===== src/rtl/tctl_consts.svh =====
// Trace setup register constants: field positions, reset values, selects
`ifndef TCTL_CONSTS_SVH
`define TCTL_CONSTS_SVH
`define TCTL_SEL_SETUP 3'h1
`define TCTL_SEL_AUX 3'h2
`define TCTL_REG_NUM 5'h17
`define TCTL_SRC_BIT 31
`define TCTL_USER_TYPE_BIT 30
`define TCTL_ALLBR_BIT 27
`define TCTL_INHOVF_BIT 26
`define TCTL_DBG_BIT 25
`define TCTL_EXC_BIT 24
`define TCTL_KERN_BIT 23
`define TCTL_USER_BIT 21
`define TCTL_GLOBAL_BIT 4
`define TCTL_KIND_HI 3
`define TCTL_KIND_LO 1
`define TCTL_ON_BIT 0
`define TCTL_AUX_KINDS_HI 6
`define TCTL_AUX_KINDS_LO 5
`define TCTL_RST_ON 1'h0
`define TCTL_RST_SRC 1'h0
`define TCTL_RST_KIND 3'h0
`define TCTL_RST_ENABLES 4'h0
`endif


===== src/rtl/tctl_pkg.sv =====
// Trace setup register types
package tctl_pkg;
  typedef enum logic [1:0] {
    TCTL_MODE_USER = 2'h0,
    TCTL_MODE_KERN = 2'h1,
    TCTL_MODE_EXC = 2'h3,
    TCTL_MODE_DBG = 2'h2
  } tctl_mode_e;
  typedef struct packed {
    logic pc;
    logic ld_addr;
    logic st_addr;
    logic ld_data;
    logic st_data;
  } tctl_sel_s;
  typedef struct packed {
    logic on;
    logic user_en;
    logic kern_en;
    logic exc_en;
    logic dbg_en;
    logic [2:0] kind;
  } tctl_ctrl_s;
  typedef struct packed {
    logic [1:0] kinds;
    logic buf_both;
    logic buf_sel;
    logic [2:0] sync_per;
  } tctl_aux_s;
endpackage : tctl_pkg


===== src/rtl/tctl_setup_reg.sv =====
// Trace setup register and companion auxiliary register
`timescale 1ns/1ps
`default_nettype none
`include "tctl_consts.svh"
module tctl_setup_reg
  import tctl_pkg::*;
#(
  parameter bit HAS_TRACE = 1'b1
) (
  input wire logic sys_clk,
  input wire logic rstn,
  input wire logic [4:0] cop_reg,
  input wire logic [2:0] cop_sel,
  input wire logic cop_wr,
  input wire logic [31:0] cop_wdata,
  output logic [31:0] cop_rdata,
  input wire tctl_ctrl_s hw_ctrl,
  input wire tctl_aux_s hw_aux,
  input wire tctl_mode_e cpu_mode,
  input wire logic instr_valid,
  output logic trace_active,
  output tctl_sel_s trace_sel,
  output logic trace_all_branch,
  output logic trace_inh_ovf
);
  logic src_ff;
  logic on_ff;
  logic [3:0] men_ff;
  logic [2:0] kind_ff;
  logic utype_ff;
  logic allbr_ff;
  logic inhovf_ff;
  logic [31:0] rdata_ff;
  logic act_ff;
  tctl_sel_s sel_ff;
  tctl_ctrl_s eff;
  tctl_sel_s nxt_sel;
  logic nxt_act;
  logic [31:0] nxt_rdata;
  logic mode_ok;
  logic wr_setup;
  logic hit_setup;
  logic hit_aux;

  // Register number and select match, shared by write, read and checks
  function automatic logic tctl_reg_hit(input logic [4:0] num, input logic [2:0] sel, input logic [2:0] want);
    return (num == `TCTL_REG_NUM) && (sel == want);
  endfunction : tctl_reg_hit

  // Address decode
  assign hit_setup = tctl_reg_hit(cop_reg, cop_sel, `TCTL_SEL_SETUP);
  assign hit_aux = tctl_reg_hit(cop_reg, cop_sel, `TCTL_SEL_AUX);
  assign wr_setup = cop_wr && hit_setup;

  // Master enable and source select, reset to zero
  always_ff @(posedge sys_clk or negedge rstn) begin
    if (!rstn) begin
      on_ff <= `TCTL_RST_ON;
      src_ff <= `TCTL_RST_SRC;
    end else if (wr_setup) begin
      on_ff <= cop_wdata[`TCTL_ON_BIT];
      src_ff <= cop_wdata[`TCTL_SRC_BIT];
    end
  end

  // Kind and mode enables, undefined at reset; zero chosen
  always_ff @(posedge sys_clk or negedge rstn) begin
    if (!rstn) begin
      kind_ff <= `TCTL_RST_KIND;
      men_ff <= `TCTL_RST_ENABLES;
      utype_ff <= 1'b0;
      allbr_ff <= 1'b0;
      inhovf_ff <= 1'b0;
    end else if (wr_setup) begin
      kind_ff <= cop_wdata[`TCTL_KIND_HI:`TCTL_KIND_LO];
      men_ff <= {cop_wdata[`TCTL_DBG_BIT], cop_wdata[`TCTL_EXC_BIT],
                 cop_wdata[`TCTL_KERN_BIT], cop_wdata[`TCTL_USER_BIT]};
      utype_ff <= cop_wdata[`TCTL_USER_TYPE_BIT];
      allbr_ff <= cop_wdata[`TCTL_ALLBR_BIT];
      inhovf_ff <= cop_wdata[`TCTL_INHOVF_BIT];
    end
  end

  // Effective control: software bits or external block
  always_comb begin
    if (src_ff) begin
      eff.on = on_ff;
      eff.dbg_en = men_ff[3];
      eff.exc_en = men_ff[2];
      eff.kern_en = men_ff[1];
      eff.user_en = men_ff[0];
      eff.kind = kind_ff;
    end else begin
      eff = hw_ctrl;
    end
  end

  // Per-mode gate
  always_comb begin
    unique case (cpu_mode)
      TCTL_MODE_USER: mode_ok = eff.user_en;
      TCTL_MODE_KERN: mode_ok = eff.kern_en;
      TCTL_MODE_EXC: mode_ok = eff.exc_en;
      TCTL_MODE_DBG: mode_ok = eff.dbg_en;
    endcase
  end

  assign nxt_act = eff.on && mode_ok && instr_valid;

  tctl_kind_dec u_dec (
    .kind(eff.kind),
    .sel(nxt_sel)
  );

  // Registered trace outputs
  always_ff @(posedge sys_clk or negedge rstn) begin
    if (!rstn) begin
      act_ff <= 1'b0;
      sel_ff <= '0;
    end else begin
      act_ff <= nxt_act;
      sel_ff <= nxt_act ? nxt_sel : '0;
    end
  end

  // Read mux
  always_comb begin
    nxt_rdata = 32'h0;
    if (hit_setup) begin
      nxt_rdata[`TCTL_SRC_BIT] = src_ff;
      nxt_rdata[`TCTL_USER_TYPE_BIT] = utype_ff;
      nxt_rdata[`TCTL_ALLBR_BIT] = allbr_ff;
      nxt_rdata[`TCTL_INHOVF_BIT] = inhovf_ff;
      nxt_rdata[`TCTL_DBG_BIT] = men_ff[3];
      nxt_rdata[`TCTL_EXC_BIT] = men_ff[2];
      nxt_rdata[`TCTL_KERN_BIT] = men_ff[1];
      nxt_rdata[`TCTL_USER_BIT] = men_ff[0];
      nxt_rdata[`TCTL_GLOBAL_BIT] = 1'b1;
      nxt_rdata[`TCTL_KIND_HI:`TCTL_KIND_LO] = kind_ff;
      nxt_rdata[`TCTL_ON_BIT] = on_ff;
      // Bits 20:5 stay zero, id fields absent
    end else if (HAS_TRACE && hit_aux) begin
      nxt_rdata[`TCTL_AUX_KINDS_HI:`TCTL_AUX_KINDS_LO] = hw_aux.kinds;
      nxt_rdata[4] = hw_aux.buf_both;
      nxt_rdata[3] = hw_aux.buf_sel;
      nxt_rdata[2:0] = hw_aux.sync_per;
    end
  end

  // Read data register, one cycle behind the address
  always_ff @(posedge sys_clk or negedge rstn) begin
    if (!rstn) begin
      rdata_ff <= 32'h0;
    end else begin
      rdata_ff <= nxt_rdata;
    end
  end

  // Outputs straight from flops
  assign cop_rdata = rdata_ff;
  assign trace_active = act_ff;
  assign trace_sel = sel_ff;
  assign trace_all_branch = allbr_ff;
  assign trace_inh_ovf = inhovf_ff;

  // Assertions
  property p_id_zero;
    @(posedge sys_clk) disable iff (!rstn)
      $past(cop_reg == `TCTL_REG_NUM && cop_sel == `TCTL_SEL_SETUP) |-> cop_rdata[12:5] == 8'h0;
  endproperty
  a_id_zero: assert property (p_id_zero) else $error("id field not zero");

  property p_global_one;
    @(posedge sys_clk) disable iff (!rstn)
      $past(rstn) && $past(hit_setup) |-> cop_rdata[4];
  endproperty
  a_global_one: assert property (p_global_one) else $error("global bit not one");

  property p_kind_rw;
    @(posedge sys_clk) disable iff (!rstn)
      wr_setup ##1 (cop_reg == `TCTL_REG_NUM && cop_sel == `TCTL_SEL_SETUP && !cop_wr)
        |=> cop_rdata[3:1] == $past(cop_wdata[3:1], 2);
  endproperty
  a_kind_rw: assert property (p_kind_rw) else $error("kind readback wrong");

  property p_kind_low;
    @(posedge sys_clk) disable iff (!rstn)
      nxt_act && eff.kind == 3'h3 |=> trace_sel.ld_addr && trace_sel.st_addr && !trace_sel.ld_data;
  endproperty
  a_kind_low: assert property (p_kind_low) else $error("kind 011 decode wrong");

  property p_kind_high;
    @(posedge sys_clk) disable iff (!rstn)
      nxt_act && eff.kind == 3'h4 |=> trace_sel.ld_data && !trace_sel.ld_addr && !trace_sel.st_data;
  endproperty
  a_kind_high: assert property (p_kind_high) else $error("kind 100 decode wrong");

  property p_off_idle;
    @(posedge sys_clk) disable iff (!rstn)
      !eff.on |=> !trace_active && trace_sel == '0;
  endproperty
  a_off_idle: assert property (p_off_idle) else $error("trace while off");

  property p_mode_gate;
    @(posedge sys_clk) disable iff (!rstn)
      trace_active |-> $past(mode_ok && instr_valid);
  endproperty
  a_mode_gate: assert property (p_mode_gate) else $error("trace without enable");

  property p_user_gate;
    @(posedge sys_clk) disable iff (!rstn)
      src_ff && cpu_mode == TCTL_MODE_USER && !men_ff[0] |=> !trace_active;
  endproperty
  a_user_gate: assert property (p_user_gate) else $error("user trace not gated");

  property p_aux_kinds;
    @(posedge sys_clk) disable iff (!rstn)
      HAS_TRACE && hit_aux |=> cop_rdata[6:5] == $past(hw_aux.kinds);
  endproperty
  a_aux_kinds: assert property (p_aux_kinds) else $error("aux kinds wrong");

  property p_src_hw;
    @(posedge sys_clk) disable iff (!rstn)
      !src_ff && !hw_ctrl.on |=> !trace_active;
  endproperty
  a_src_hw: assert property (p_src_hw) else $error("hw source ignored");

  c_sw_trace: cover property (@(posedge sys_clk) disable iff (!rstn) src_ff && trace_active);
  c_hw_trace: cover property (@(posedge sys_clk) disable iff (!rstn) !src_ff && trace_active);
  c_full_kind: cover property (@(posedge sys_clk) disable iff (!rstn) trace_sel.st_data && trace_sel.ld_data);
endmodule : tctl_setup_reg
`default_nettype wire


===== src/rtl/tctl_kind_dec.sv =====
// Trace kind decoder: kind code to traced item set
`timescale 1ns/1ps
`default_nettype none
module tctl_kind_dec
  import tctl_pkg::*;
(
  input wire logic [2:0] kind,
  output tctl_sel_s sel
);
  // Bit 2 adds data, bits 1:0 pick loads/stores
  always_comb begin
    sel.pc = 1'b1;
    sel.ld_addr = (kind == 3'h1) | (kind == 3'h3) | (kind == 3'h5) | (kind == 3'h7);
    sel.st_addr = (kind == 3'h2) | (kind == 3'h3) | (kind == 3'h6) | (kind == 3'h7);
    sel.ld_data = (kind == 3'h4) | (kind == 3'h5) | (kind == 3'h7);
    sel.st_data = (kind == 3'h6) | (kind == 3'h7);
  end
endmodule : tctl_kind_dec
`default_nettype wire


===== config.mk =====
export PLATFORM = sky130hd
export DESIGN_NAME = tctl_setup_reg
export DESIGN_NICKNAME = d
export VERILOG_FILES = /design/src/rtl/tctl_pkg.sv /design/src/rtl/tctl_setup_reg.sv /design/src/rtl/tctl_kind_dec.sv
export VERILOG_INCLUDE_DIRS = /design/src /design/src/rtl
export SDC_FILE = /design/constraint.sdc
export NUM_CORES = 1
export LEC_CHECK = 0
export BUFFER_PORTS_ARGS = -buffer_cell sky130_fd_sc_hd__buf_2
export CELL_PAD_IN_SITES_DETAIL_PLACEMENT = 1
export CELL_PAD_IN_SITES_GLOBAL_PLACEMENT = 1
export CORE_MARGIN = 4
export CORE_UTILIZATION = 30
export DETAILED_ROUTE_END_ITERATION = 8
export HOLD_SLACK_MARGIN = 0.03
export PLACE_DENSITY_LB_ADDON = 0.25
export SYNTH_ARGS = -nofsm -noshare
export SYNTH_HDL_FRONTEND = slang
export SYNTH_SLANG_ARGS = --single-unit

===== constraint.sdc =====
create_clock -name sys_clk -period 2 [get_ports sys_clk]
set_clock_uncertainty 0.15 [all_clocks]
set_input_delay 0 -clock sys_clk [delete_from_list [all_inputs] [get_ports sys_clk]]
set_output_delay 0 -clock sys_clk [all_outputs]
set_load 0.03 [all_outputs]

Word-level counts from Yosys, hierarchy flattened
Cells that the tools add are included.
{"block": "totals", "ff_bits": 33, "in_bits": 61, "output_inout_bits": 40, "wordCells": 51}
{"block": "classes", "eq_ne": 13, "n_mux": 9, "bitwise": 9, "reduce_logical": 6}
{"operator": "two-way mux 5 bit", "n": 3}
{"operator": "== test 3 bit, second input constant", "n": 4}
{"operator": "== test 3 x 2 -> 1 bit, second input constant", "n": 3}
{"operator": "OR 1 bit", "n": 9}
{"operator": "two-way mux 8 bit", "n": 1}
{"operator": "two-way mux 7 bit", "n": 1}
{"operator": "== test 3 x 1 -> 1 bit, second input constant", "n": 2}
{"operator": "== test 5 bit, second input constant", "n": 1}
{"operator": "logical AND 1 bit", "n": 5}
{"operator": "== test 2 bit, second input constant", "n": 2}
{"operator": "two-way mux 2 bit", "n": 2}
{"operator": "case mux 1 bit (4 select lines)", "n": 1}
{"operator": "== test 2 x 1 -> 1 bit, second input constant", "n": 1}
{"operator": "zero test 2 bit", "n": 1}
{"operator": "two-way mux 1 bit", "n": 1}

Depth between registers and ports, before layout
Gate-level depths: netlist of the first run.
{"block": "depth", "depth_word": 6, "depth_mapped": 4}

Hierarchy
A second synthesis of the first run with hierarchy kept.
{"block": "unflattened", "cells_unflattened": 121, "area_unflattened_um2": 1605.3}
{"mod": "tctl_setup_reg", "instances": 1, "cells_per_inst": 114, "area_each_um2": 1569.0, "seq_area_each_um2": 825.8}
{"mod": "tctl_kind_dec", "instances": 1, "cells_per_inst": 7, "area_each_um2": 36.3, "seq_area_each_um2": 0.0}

Worst setup path before layout of the first run
OpenSTA, ideal clock, no wires.
{"block": "synth_timing", "path_kind": "register to register", "from": "reg src_ff", "to": "reg sel_ff (netlist bit trace_sel[0])", "arrival_time_ns": 1.136, "path_slack_ns": 0.619, "stages_incl_launch_ff": 5, "path_cell_list": "dfrtp_1 -> buf_4 -> nor2b_1 -> a22o_1 -> nor4_2"}
{"block": "synth_via", "elab_chain_len": 5}
{"element": "start, declared", "line": "tctl_setup_reg.sv:26", "text": "logic src_ff;"}
{"element": "start signal, assigned", "line": "tctl_setup_reg.sv:59", "text": "src_ff <= `TCTL_RST_SRC;"}
{"element": "start signal, assigned", "line": "tctl_setup_reg.sv:62", "text": "src_ff <= cop_wdata[`TCTL_SRC_BIT];"}
{"element": "two-way mux 8 bit (*)", "line": "tctl_setup_reg.sv:86", "text": "if (src_ff) begin"}
{"element": "case mux 1 bit (4 select lines)", "line": "tctl_setup_reg.sv:100", "text": "unique case (cpu_mode)"}
{"element": "logical AND 1 bit (2 in series)", "line": "tctl_setup_reg.sv:108", "text": "assign nxt_act = eff.on && mode_ok && instr_valid;"}
{"element": "two-way mux 5 bit (*)", "line": "tctl_setup_reg.sv:122", "text": "sel_ff <= nxt_act ? nxt_sel : '0;"}
{"element": "end signal, assigned", "line": "tctl_setup_reg.sv:122"}
{"element": "end, declared", "line": "tctl_setup_reg.sv:35", "text": "tctl_sel_s sel_ff;"}
Mark *: on every way between the ends. The rest lies on a longest branch, timed or not.
A chain may end at the register's enable or synchronous reset.

Final worst setup path of the first run
Same ends and word-level chain as after synthesis.

==> PnR_summary.wiki, run 1 <==
{| class="wikitable"
! Metric !! Value
|-
| WHS Endpoint || trace_sel[0]
|-
| Utilization after layout || 45.36%
|-
| Total Routing Usage GR || 13.30%
|-
| Num rows || 25
|-
| Met2 WL || 2235 microns
|-
| Maximum number of pins on one net before global-route repair || 33
|-
| Iter 0 DRT Violations || 31
|-
| Count of vias placed by the detailed router || 1163
|-
| Antenna violations before repair || 0
|-
| WL met1 || 1393 microns
|-
| Top cells by area in the synthesized netlist || sky130_fd_sc_hd__dfrtp_1 53%, sky130_fd_sc_hd__mux2_4 10%, sky130_fd_sc_hd__buf_4 9.5%, sky130_fd_sc_hd__and2_1 3.7%, sky130_fd_sc_hd__mux2i_1 3.3%
|-
| Sum of met3 wire segment lengths after detailed routing || 241 microns
|-
| Die Span X || 78.92 microns
|-
| Starting density of the core || 31.53%
|-
| Net load switching power || 361.4 uW
|-
| Final setup violation count || 0
|-
| Pleak || 0.001189 uW
|-
| Number of warning messages in the yosys log || 0
|-
| Worst flop-to-flop path endpoint || trace_sel[0]
|-
| Average footprint of a synthesized cell || 12.90 sq um
|-
| Time the worst path needs with I/O delays and setup || 1.578 ns
|-
| Worst slew margin || 52.08%
|-
| Routed wire length || 3957 microns
|-
| Total congestion overflow after global routing || 0
|-
| Number of global-route vias before repair || 1324
|-
| H-tree Lvls || 2
|-
| Power per Cell Area || 657.8 nW/um^2
|-
| Final estimated routing congestion in global placement || 0.7266
|-
| Internal reg-to-reg setup slack || 0.42 ns
|-
| Max layer used || met4
|-
| Cell type with the highest aggregate area in the netlist || sky130_fd_sc_hd__dfrtp_1
|-
| Number of buffers inserted by port buffering || 63
|-
| Root cell of the clock tree || sky130_fd_sc_hd__clkbuf_8
|-
| Setup repair after global routing missed its margin || no
|-
| Post-synthesis sequential element count || 32
|-
| Sequential power share || 47.3%
|-
| Fraction of final layout cells sized beyond drive strength 1 || 43.06%
|-
| Switching portion of total power || 25.31%
|-
| Post-route clock period utilization || 78.88%
|-
| Final hold violations || 0
|-
| Number of max-capacitance violations reported || 0
|-
| Post-synth top area share || 53.07%
|-
| Placed wire-length estimate || 2980 microns
|-
| Internal power contribution || 1067 uW
|-
| Data arrival at the endpoint of the critical path || 1.62 ns
|-
| Number of iterations in the first detailed-routing pass || 2
|-
| Slew of the pin with the lowest slew margin || 0.7188 ns
|-
| Origin of the worst min-delay path || hw_ctrl[2]
|-
| Req. time, crit path || 2.04 ns
|-
| Wire length of the first global-routing pass || 6182 microns
|-
| Part of the Yosys area used for sequential elements || 53.07%
|-
| Number of antenna repair diodes || 0
|-
| Synthesized instance count || 117
|-
| Later-pin clock latency in the skew report || 0.28 ns
|-
| Category of the most critical setup path || reg2reg
|-
| Detail Route Antenna Nets || 0
|-
| Number of sinks handled by clock tree synthesis || 32
|-
| Die H || 78.92 microns
|-
| Maximum clock frequency || 633.9 MHz
|-
| DIE AREA || 6228 sq um
|-
| Launching point of the worst reg2reg path || src_ff
|-
| Number of remaining DRC errors || 0
|-
| Count of placed standard cells in the final layout, fillers left out || 276
|-
| Number of different library cells in the post-synthesis netlist || 26
|-
| Post-DR wirelength/cell || 14.34 microns
|-
| Number of buffers added by the clock tree synthesis step || 5
|-
| Vias per Instance || 4.214
|-
| Fillers || 531
|-
| Hold crit path type || in2reg
|-
| Critical Path Fanout Max || 12
|-
| Instance count after placement with tap cells included || 243
|-
| Min-Delay Path Depth || 4
|-
| Startpoint class of the critical path || flop
|-
| Final setup TNS || 0 ns
|-
| Post-synth design cell area || 1509 sq um
|-
| Number of max-slew violations in the final report || 0
|-
| Net count reported at finish || 270
|-
| Core area || 4786 sq um
|-
| Clock share of power || 37.4%
|-
| Clock-pin slew on the worst setup and hold paths || 0.06 ns
|-
| Status || finished clean
|-
| TritonCTS clock tree || done
|-
| Comb power frac || 15.3%
|-
| Clock Tree Buf Depth || 2
|-
| Maximum vdd ir drop || 0.2383 mV
|-
| Top Ports || 101
|-
| Kind of end point of the critical path || flop
|-
| Overall power of the completed layout || 1428 uW
|-
| Depth of the worst register-to-register path || 3
|-
| P&R area growth vs syn || 43.86%
|-
| Post_cts resized || 0
|}
-- critical path, stage by stage, from the launching register on --
cell and delay [ns]:
sky130_fd_sc_hd__dfrtp_1 0.58, sky130_fd_sc_hd__mux2i_1 0.20, sky130_fd_sc_hd__or2_2 0.35, sky130_fd_sc_hd__nor4_2 0.20
-- registers in the layout, indices dropped and copies added (netlist names) --
name              flops
trace_all_branch      1
utype_ff              1
src_ff                1
kind_ff               3
on_ff                 1
cop_rdata            15
trace_active          1
trace_sel             4
trace_inh_ovf         1
men_ff                4
-- power by group through the flow --
| stage | clock [uW] | sequential, uW | combinational [uW] |
|---|---|---|---|
| 3_5_place_dp | 0 | 688 | 183 |
| 4_1_cts | 545 | 676 | 221 |
| 3_3_place_gp | 0 | 687 | 177 |
| 6_report | 533 | 676 | 219 |
| 5_1_grt | 577 | 678 | 237 |
| 2_1_floorplan | 0 | 694 | 129 |
-- metal layers --
metal	track usage, %	vias to the layer above
met1	12.30	561
met5	0	-
met2	26.23	46
met3	4.308	8
met4	5.670	0
li1	-	548
-- cell type report --
| class | instances | area [sq um] | share of cell area, % |
|---|---|---|---|
| Sequential cell | 32 | 800.8 | 36.89 |
| Multi-Input combinational cell | 81 | 614.3 | 28.30 |
| Timing Repair Buffer | 89 | 575.6 | 26.51 |
| Clock buffer | 7 | 96.34 | 4.438 |
| Tap cell | 67 | 83.83 | 3.862 |
-- worst max-delay path by stage --
stage	start	endpoint	slack, ns
after floorplan	src_ff	trace_sel[0]	0.62
after global placement	src_ff	trace_sel[0]	0.42
after detailed placement	src_ff	trace_sel[0]	0.41
after CTS	src_ff	trace_sel[0]	0.40
after global routing	src_ff	trace_sel[0]	0.28
final	src_ff	trace_sel[0]	0.42
-- Yosys cell counts, drive strengths merged --
cell type  instances
and4b              1
a22oi              4
and2b              2
buf               20
nand2b             3
mux2              14
nand2              2
o221ai             1
dfrtp             32
nor2               6
nor2b              3
nand4              1
conb               1
mux2i              5
and3               3
nor4               3
nor3               2
a32oi              1
a22o               1
and2               9
or2                1
a21oi              2
-- cells by family (layout without fill, tap and decap cells) --
logic type	count (synthesis)	after routing	share of synthesized area [%]
buf+inv	20	96	10.20
compound gates	9	9	4.809
flops	32	32	53.07
other cells	1	17	0.2485
mux	19	19	16.25
simple gates	36	36	15.42
-- what timing repair did --
action,CTS,global route
setup endpoints to repair,0,0
buffers inserted,0,0
hold buffers,26,0
hold endpoints to repair,56,0
-- cells in the final DEF, fill, tap and decap left out, drive strengths merged, types with 3 or more instances in the layout --
cell type	n
dfrtp	32
a22oi	4
buf	63
mux2	14
conb	17
nor2b	3
clkbuf	7
nor4	3
and2	9
dlygate4sd3	26
and3	3
nor2	6
mux2i	5
nand2b	3
-- through the flow --
stage	worst slack (ns)	hold slack [ns]	area [sq um]
global route	0.2836	0.05068	2171
floorplan	0.6187	-0.4456	1569
CTS	0.3993	0.03816	2171
finish	0.4223	0.03737	2171
detailed placement	0.4129	-0.05452	1814
global placement	0.4211	-0.07248	1814
Power figures use the tool's default switching activity.
==> inputs of run 2 (changes only) <==
--- a/config.mk
+++ b/config.mk
@@ -6,11 +6,12 @@
 export SDC_FILE = /design/constraint.sdc
 export NUM_CORES = 1
 export LEC_CHECK = 0
+export ABC_AREA = 1
 export BUFFER_PORTS_ARGS = -buffer_cell sky130_fd_sc_hd__buf_2
 export CELL_PAD_IN_SITES_DETAIL_PLACEMENT = 1
 export CELL_PAD_IN_SITES_GLOBAL_PLACEMENT = 1
 export CORE_MARGIN = 4
-export CORE_UTILIZATION = 30
+export CORE_UTILIZATION = 26
 export DETAILED_ROUTE_END_ITERATION = 8
 export HOLD_SLACK_MARGIN = 0.03
 export PLACE_DENSITY_LB_ADDON = 0.25
==> constraint.sdc (replaced) <==
create_clock -name sys_clk -period 1.3 [get_ports sys_clk]
set_clock_uncertainty 0.15 [all_clocks]
set_input_delay 0 -clock sys_clk [delete_from_list [all_inputs] [get_ports sys_clk]]
set_output_delay 0 -clock sys_clk [all_outputs]
set_load 0.03 [all_outputs]
==> PnR_summary.wiki, run 2 <==
{| class="wikitable"
! Metric !! Value
|-
| Status || finished with violations
|-
| Flip-flop cell with the highest count after synthesis || sky130_fd_sc_hd__dfrtp_1
|-
| Maximum clock frequency || 768.0 MHz (+21%)
|-
| Fillers || 691 (+30%)
|-
| Leading cell type by number of instances after synthesis || sky130_fd_sc_hd__nand2_1
|-
| Post-synthesis sequential element count || 32 (unchanged)
|-
| Count of vias placed by the detailed router || 1401 (+20%)
|-
| Cell family contributing the most delay on the critical path || flip-flops
|-
| Vias per Instance || 4.109 (-2.5%)
|-
| P&R area growth vs syn || 52.64%
|-
| TritonCTS clock tree || done
|-
| Die H || 84.91 microns (+7.6%)
|-
| Final hold violations || 0 (unchanged)
|-
| Starting density of the core || 27.42% (-4.1 points)
|-
| Startpoint class of the critical path || flop
|-
| Fraction of final layout cells sized beyond drive strength 1 || 43.49% (+0.43 points)
|-
| Critical Path Fanout Max || 5 (-7)
|-
| Largest stage delay on the critical path || 0.47 ns (-0.11 ns)
|-
| Die Span X || 84.91 microns (+7.6%)
|-
| Clock Tree Buf Depth || 2 (unchanged)
|-
| Kind of end point of the critical path || flop
|-
| Count of placed standard cells in the final layout, fillers left out || 341 (+24%)
|-
| Post-synth top area share || 52.07% (-0.99 points)
|-
| DIE AREA || 7209 sq um (+16%)
|-
| Later-pin clock latency in the skew report || 0.28 ns (about the same)
|-
| Antenna violations before repair || 0 (unchanged)
|-
| Commonest cells after routing, fill and taps aside || 63 x sky130_fd_sc_hd__buf_2, 31 x sky130_fd_sc_hd__dfrtp_1, 27 x sky130_fd_sc_hd__dlygate4sd3_1
|-
| Launching point of the worst reg2reg path || src_ff
|-
| Cell type with the highest aggregate area in the netlist || sky130_fd_sc_hd__dfrtp_1
|-
| Placed wire-length estimate || 2923 microns (-1.9%)
|-
| Number of buffers inserted by port buffering || 63 (unchanged)
|-
| Iter 0 DRT Violations || 35 (+13%)
|-
| Power per Cell Area || 1044 nW/um^2 (+59%)
|-
| Overall power of the completed layout || 2451 uW (+72%)
|-
| Clock-pin slew on the worst setup and hold paths || 0.07 ns (about the same)
|-
| H-tree Lvls || 2 (unchanged)
|-
| Pleak || 0.001304 uW (+9.7%)
|-
| Number of antenna repair diodes || 0 (unchanged)
|-
| Share of flip-flops with an asynchronous set or reset after synthesis || 100.0% (unchanged)
|-
| Chain of cells forming the critical path || buf_6 > nand2_2 > nand3_2 > nand2_2 > nand2_2 > nand3_4 > nor2_1
|-
| Max reg flops || 15 (unchanged)
|-
| Violations in the final reports || setup timing
|-
| Core area || 5608 sq um (+17%)
|-
| Fin worst setup slack || -0.002072 ns (-0.4244 ns)
|-
| Number of warning messages in the yosys log || 0 (unchanged)
|-
| Most common cell after layout, fill and taps aside || sky130_fd_sc_hd__buf_2
|-
| Setup repair after global routing missed its margin || yes
|-
| Ranking of synthesized cells by instance count || 35 x sky130_fd_sc_hd__nand2_1, 32 x sky130_fd_sc_hd__dfrtp_1, 20 x sky130_fd_sc_hd__inv_1
|-
| Wire length of the first global-routing pass || 6886 microns (+11%)
|-
| Time the worst path needs with I/O delays and setup || 1.302 ns (-0.2756 ns)
|-
| Req. time, crit path || 1.33 ns (-0.71 ns)
|-
| Number of buffers added by the clock tree synthesis step || 5 (unchanged)
|-
| Root cell of the clock tree || sky130_fd_sc_hd__clkbuf_8
|-
| Number of different library cells in the post-synthesis netlist || 22 (-15%)
|-
| Number of global-route vias before repair || 1521 (+15%)
|-
| Post-DR wirelength/cell || 12.76 microns (-11%)
|-
| Sequential cell area || 802.0 sq um (+0.16%)
|-
| Top Ports || 101 (unchanged)
|-
| Net count reported at finish || 329 (+22%)
|-
| Number of max-capacitance violations reported || 0 (unchanged)
|-
| Num rows || 27 (+8.0%)
|-
| Maximum vdd ir drop || 0.3797 mV (+59%)
|-
| Origin of the worst min-delay path || hw_ctrl[7]
|-
| Hold crit path type || in2reg
|-
| Final estimated routing congestion in global placement || 0.7447 (+2.5%)
|-
| Routed wire length || 4350 microns (+9.9%)
|-
| Number of max-slew violations in the final report || 0 (unchanged)
|-
| EDFF count, synth || 0 (unchanged)
|-
| Number of remaining DRC errors || 0 (unchanged)
|-
| Cell mode on critical path || sky130_fd_sc_hd__nand2_2
|-
| Average footprint of a synthesized cell || 9.208 sq um (-29%)
|-
| Critical-path cell with the highest stage delay || sky130_fd_sc_hd__dfrtp_2
|-
| Part of the Yosys area used for sequential elements || 52.07% (-0.99 points)
|-
| Top cells by area in the synthesized netlist || sky130_fd_sc_hd__dfrtp_1 52%, sky130_fd_sc_hd__buf_4 8.8%, sky130_fd_sc_hd__nand2_1 8.5%, sky130_fd_sc_hd__o21ai_2 5.1%, sky130_fd_sc_hd__inv_1 4.9%
|-
| Data arrival at the endpoint of the critical path || 1.33 ns (-0.29 ns)
|-
| Combined buffer and inverter count along the critical path || 1 (+1)
|-
| Startpoint of the worst setup timing path || src_ff
|-
| Synthesized instance count || 167 (+43%)
|-
| Number of iterations in the first detailed-routing pass || 2 (unchanged)
|-
| Final setup violation count || 1 (+1)
|-
| Total congestion overflow after global routing || 0 (unchanged)
|-
| Category of the most critical setup path || reg2reg
|-
| Instance count after placement with tap cells included || 302 (+24%)
|-
| Maximum number of pins on one net before global-route repair || 25 (-24%)
|-
| Total Routing Usage GR || 12.15% (-1.2 points)
|-
| Number of sinks handled by clock tree synthesis || 32 (unchanged)
|-
| Post-synth design cell area || 1538 sq um (+1.9%)
|-
| Area taken by multi-input logic gates || 606.8 sq um (-1.2%)
|-
| Post-route clock period utilization || 100.2% (+21 points)
|-
| Detail Route Antenna Nets || 0 (unchanged)
|}
-- run 2: path summary, 6_finish.rpt --
check,endpoint,slack [ns],cells after the start
max reg2reg,trace_sel[1],-0.002,7
min,trace_sel[3],0.01,5
max in group asynchronous,src_ff,0.40,3
min reg2reg,cop_rdata[30],0.36,2
min in group asynchronous,cop_rdata[1],0.09,2
max,trace_sel[1],-0.002,7
-- run 2: what timing repair did --
item,in CTS,in global routing
endpoints found under the hold margin,56,0
pin swaps,0,12
hold buffers,30,0
setup endpoints to repair,5,8
gates cloned,0,1
setup buffers,2,1
resized for setup,5,24
-- run 2: worst min-delay path, delay by kind of cell --
family / cells / cell delay [ns]
buf+inv: 1 / 0.11
simple gates: 2 / 0.13
compound gates: 2 / 0.17
-- run 2: routing by layer --
layer	vias up	wire [microns]	GRT usage (%)
li1	681	-	-
met1	666	1669	12.90
met2	50	2317	22.56
met3	4	327	4.563
met4	0	36	3.022
met5	-	0	0
-- run 2: through the flow --
stage	cell area (sq um)	worst slack (ns)	util, %	setup TNS (ns)	hold WS, ns
floorplan	1598	0.001450	-	0	-0.4456
global placement	1871	-0.05049	33.36	-0.2037	-0.1618
detailed placement	1871	-0.07345	33.36	-0.3371	-0.1705
CTS	2287	0.008690	40.79	0	0.007463
global route	2347	-0.05546	41.86	-0.2329	0.05224
finish	2347	-0.002072	41.86	-0.002072	0.01484
-- run 2: where the power goes --
part	switching [uW]	total, uW	internal, uW
Combinational	349	579	231
Sequential	25.9	1080	1050
Clock	363	795	432
Total	738	2450	1710
-- run 2: kinds of logic after synthesis --
family / after synthesis / synth area share (%)
buffers and inverters: 44 / 17.33
AO/OA/AOI/OAI: 23 / 9.764
other: 1 / 0.2439
flip-flops: 32 / 52.07
AND/OR/NAND/NOR: 67 / 20.59
-- run 2: area by class of cell --
type                    instances  share of cell area [%]
clock buffers                   8                   3.838
inverters                      21                   3.571
multi-input cells             107                   25.85
flip-flops and latches         32                   34.17
well taps                      72                   3.838
repair buffers                100                   28.46
repair inverters                1                  0.2665
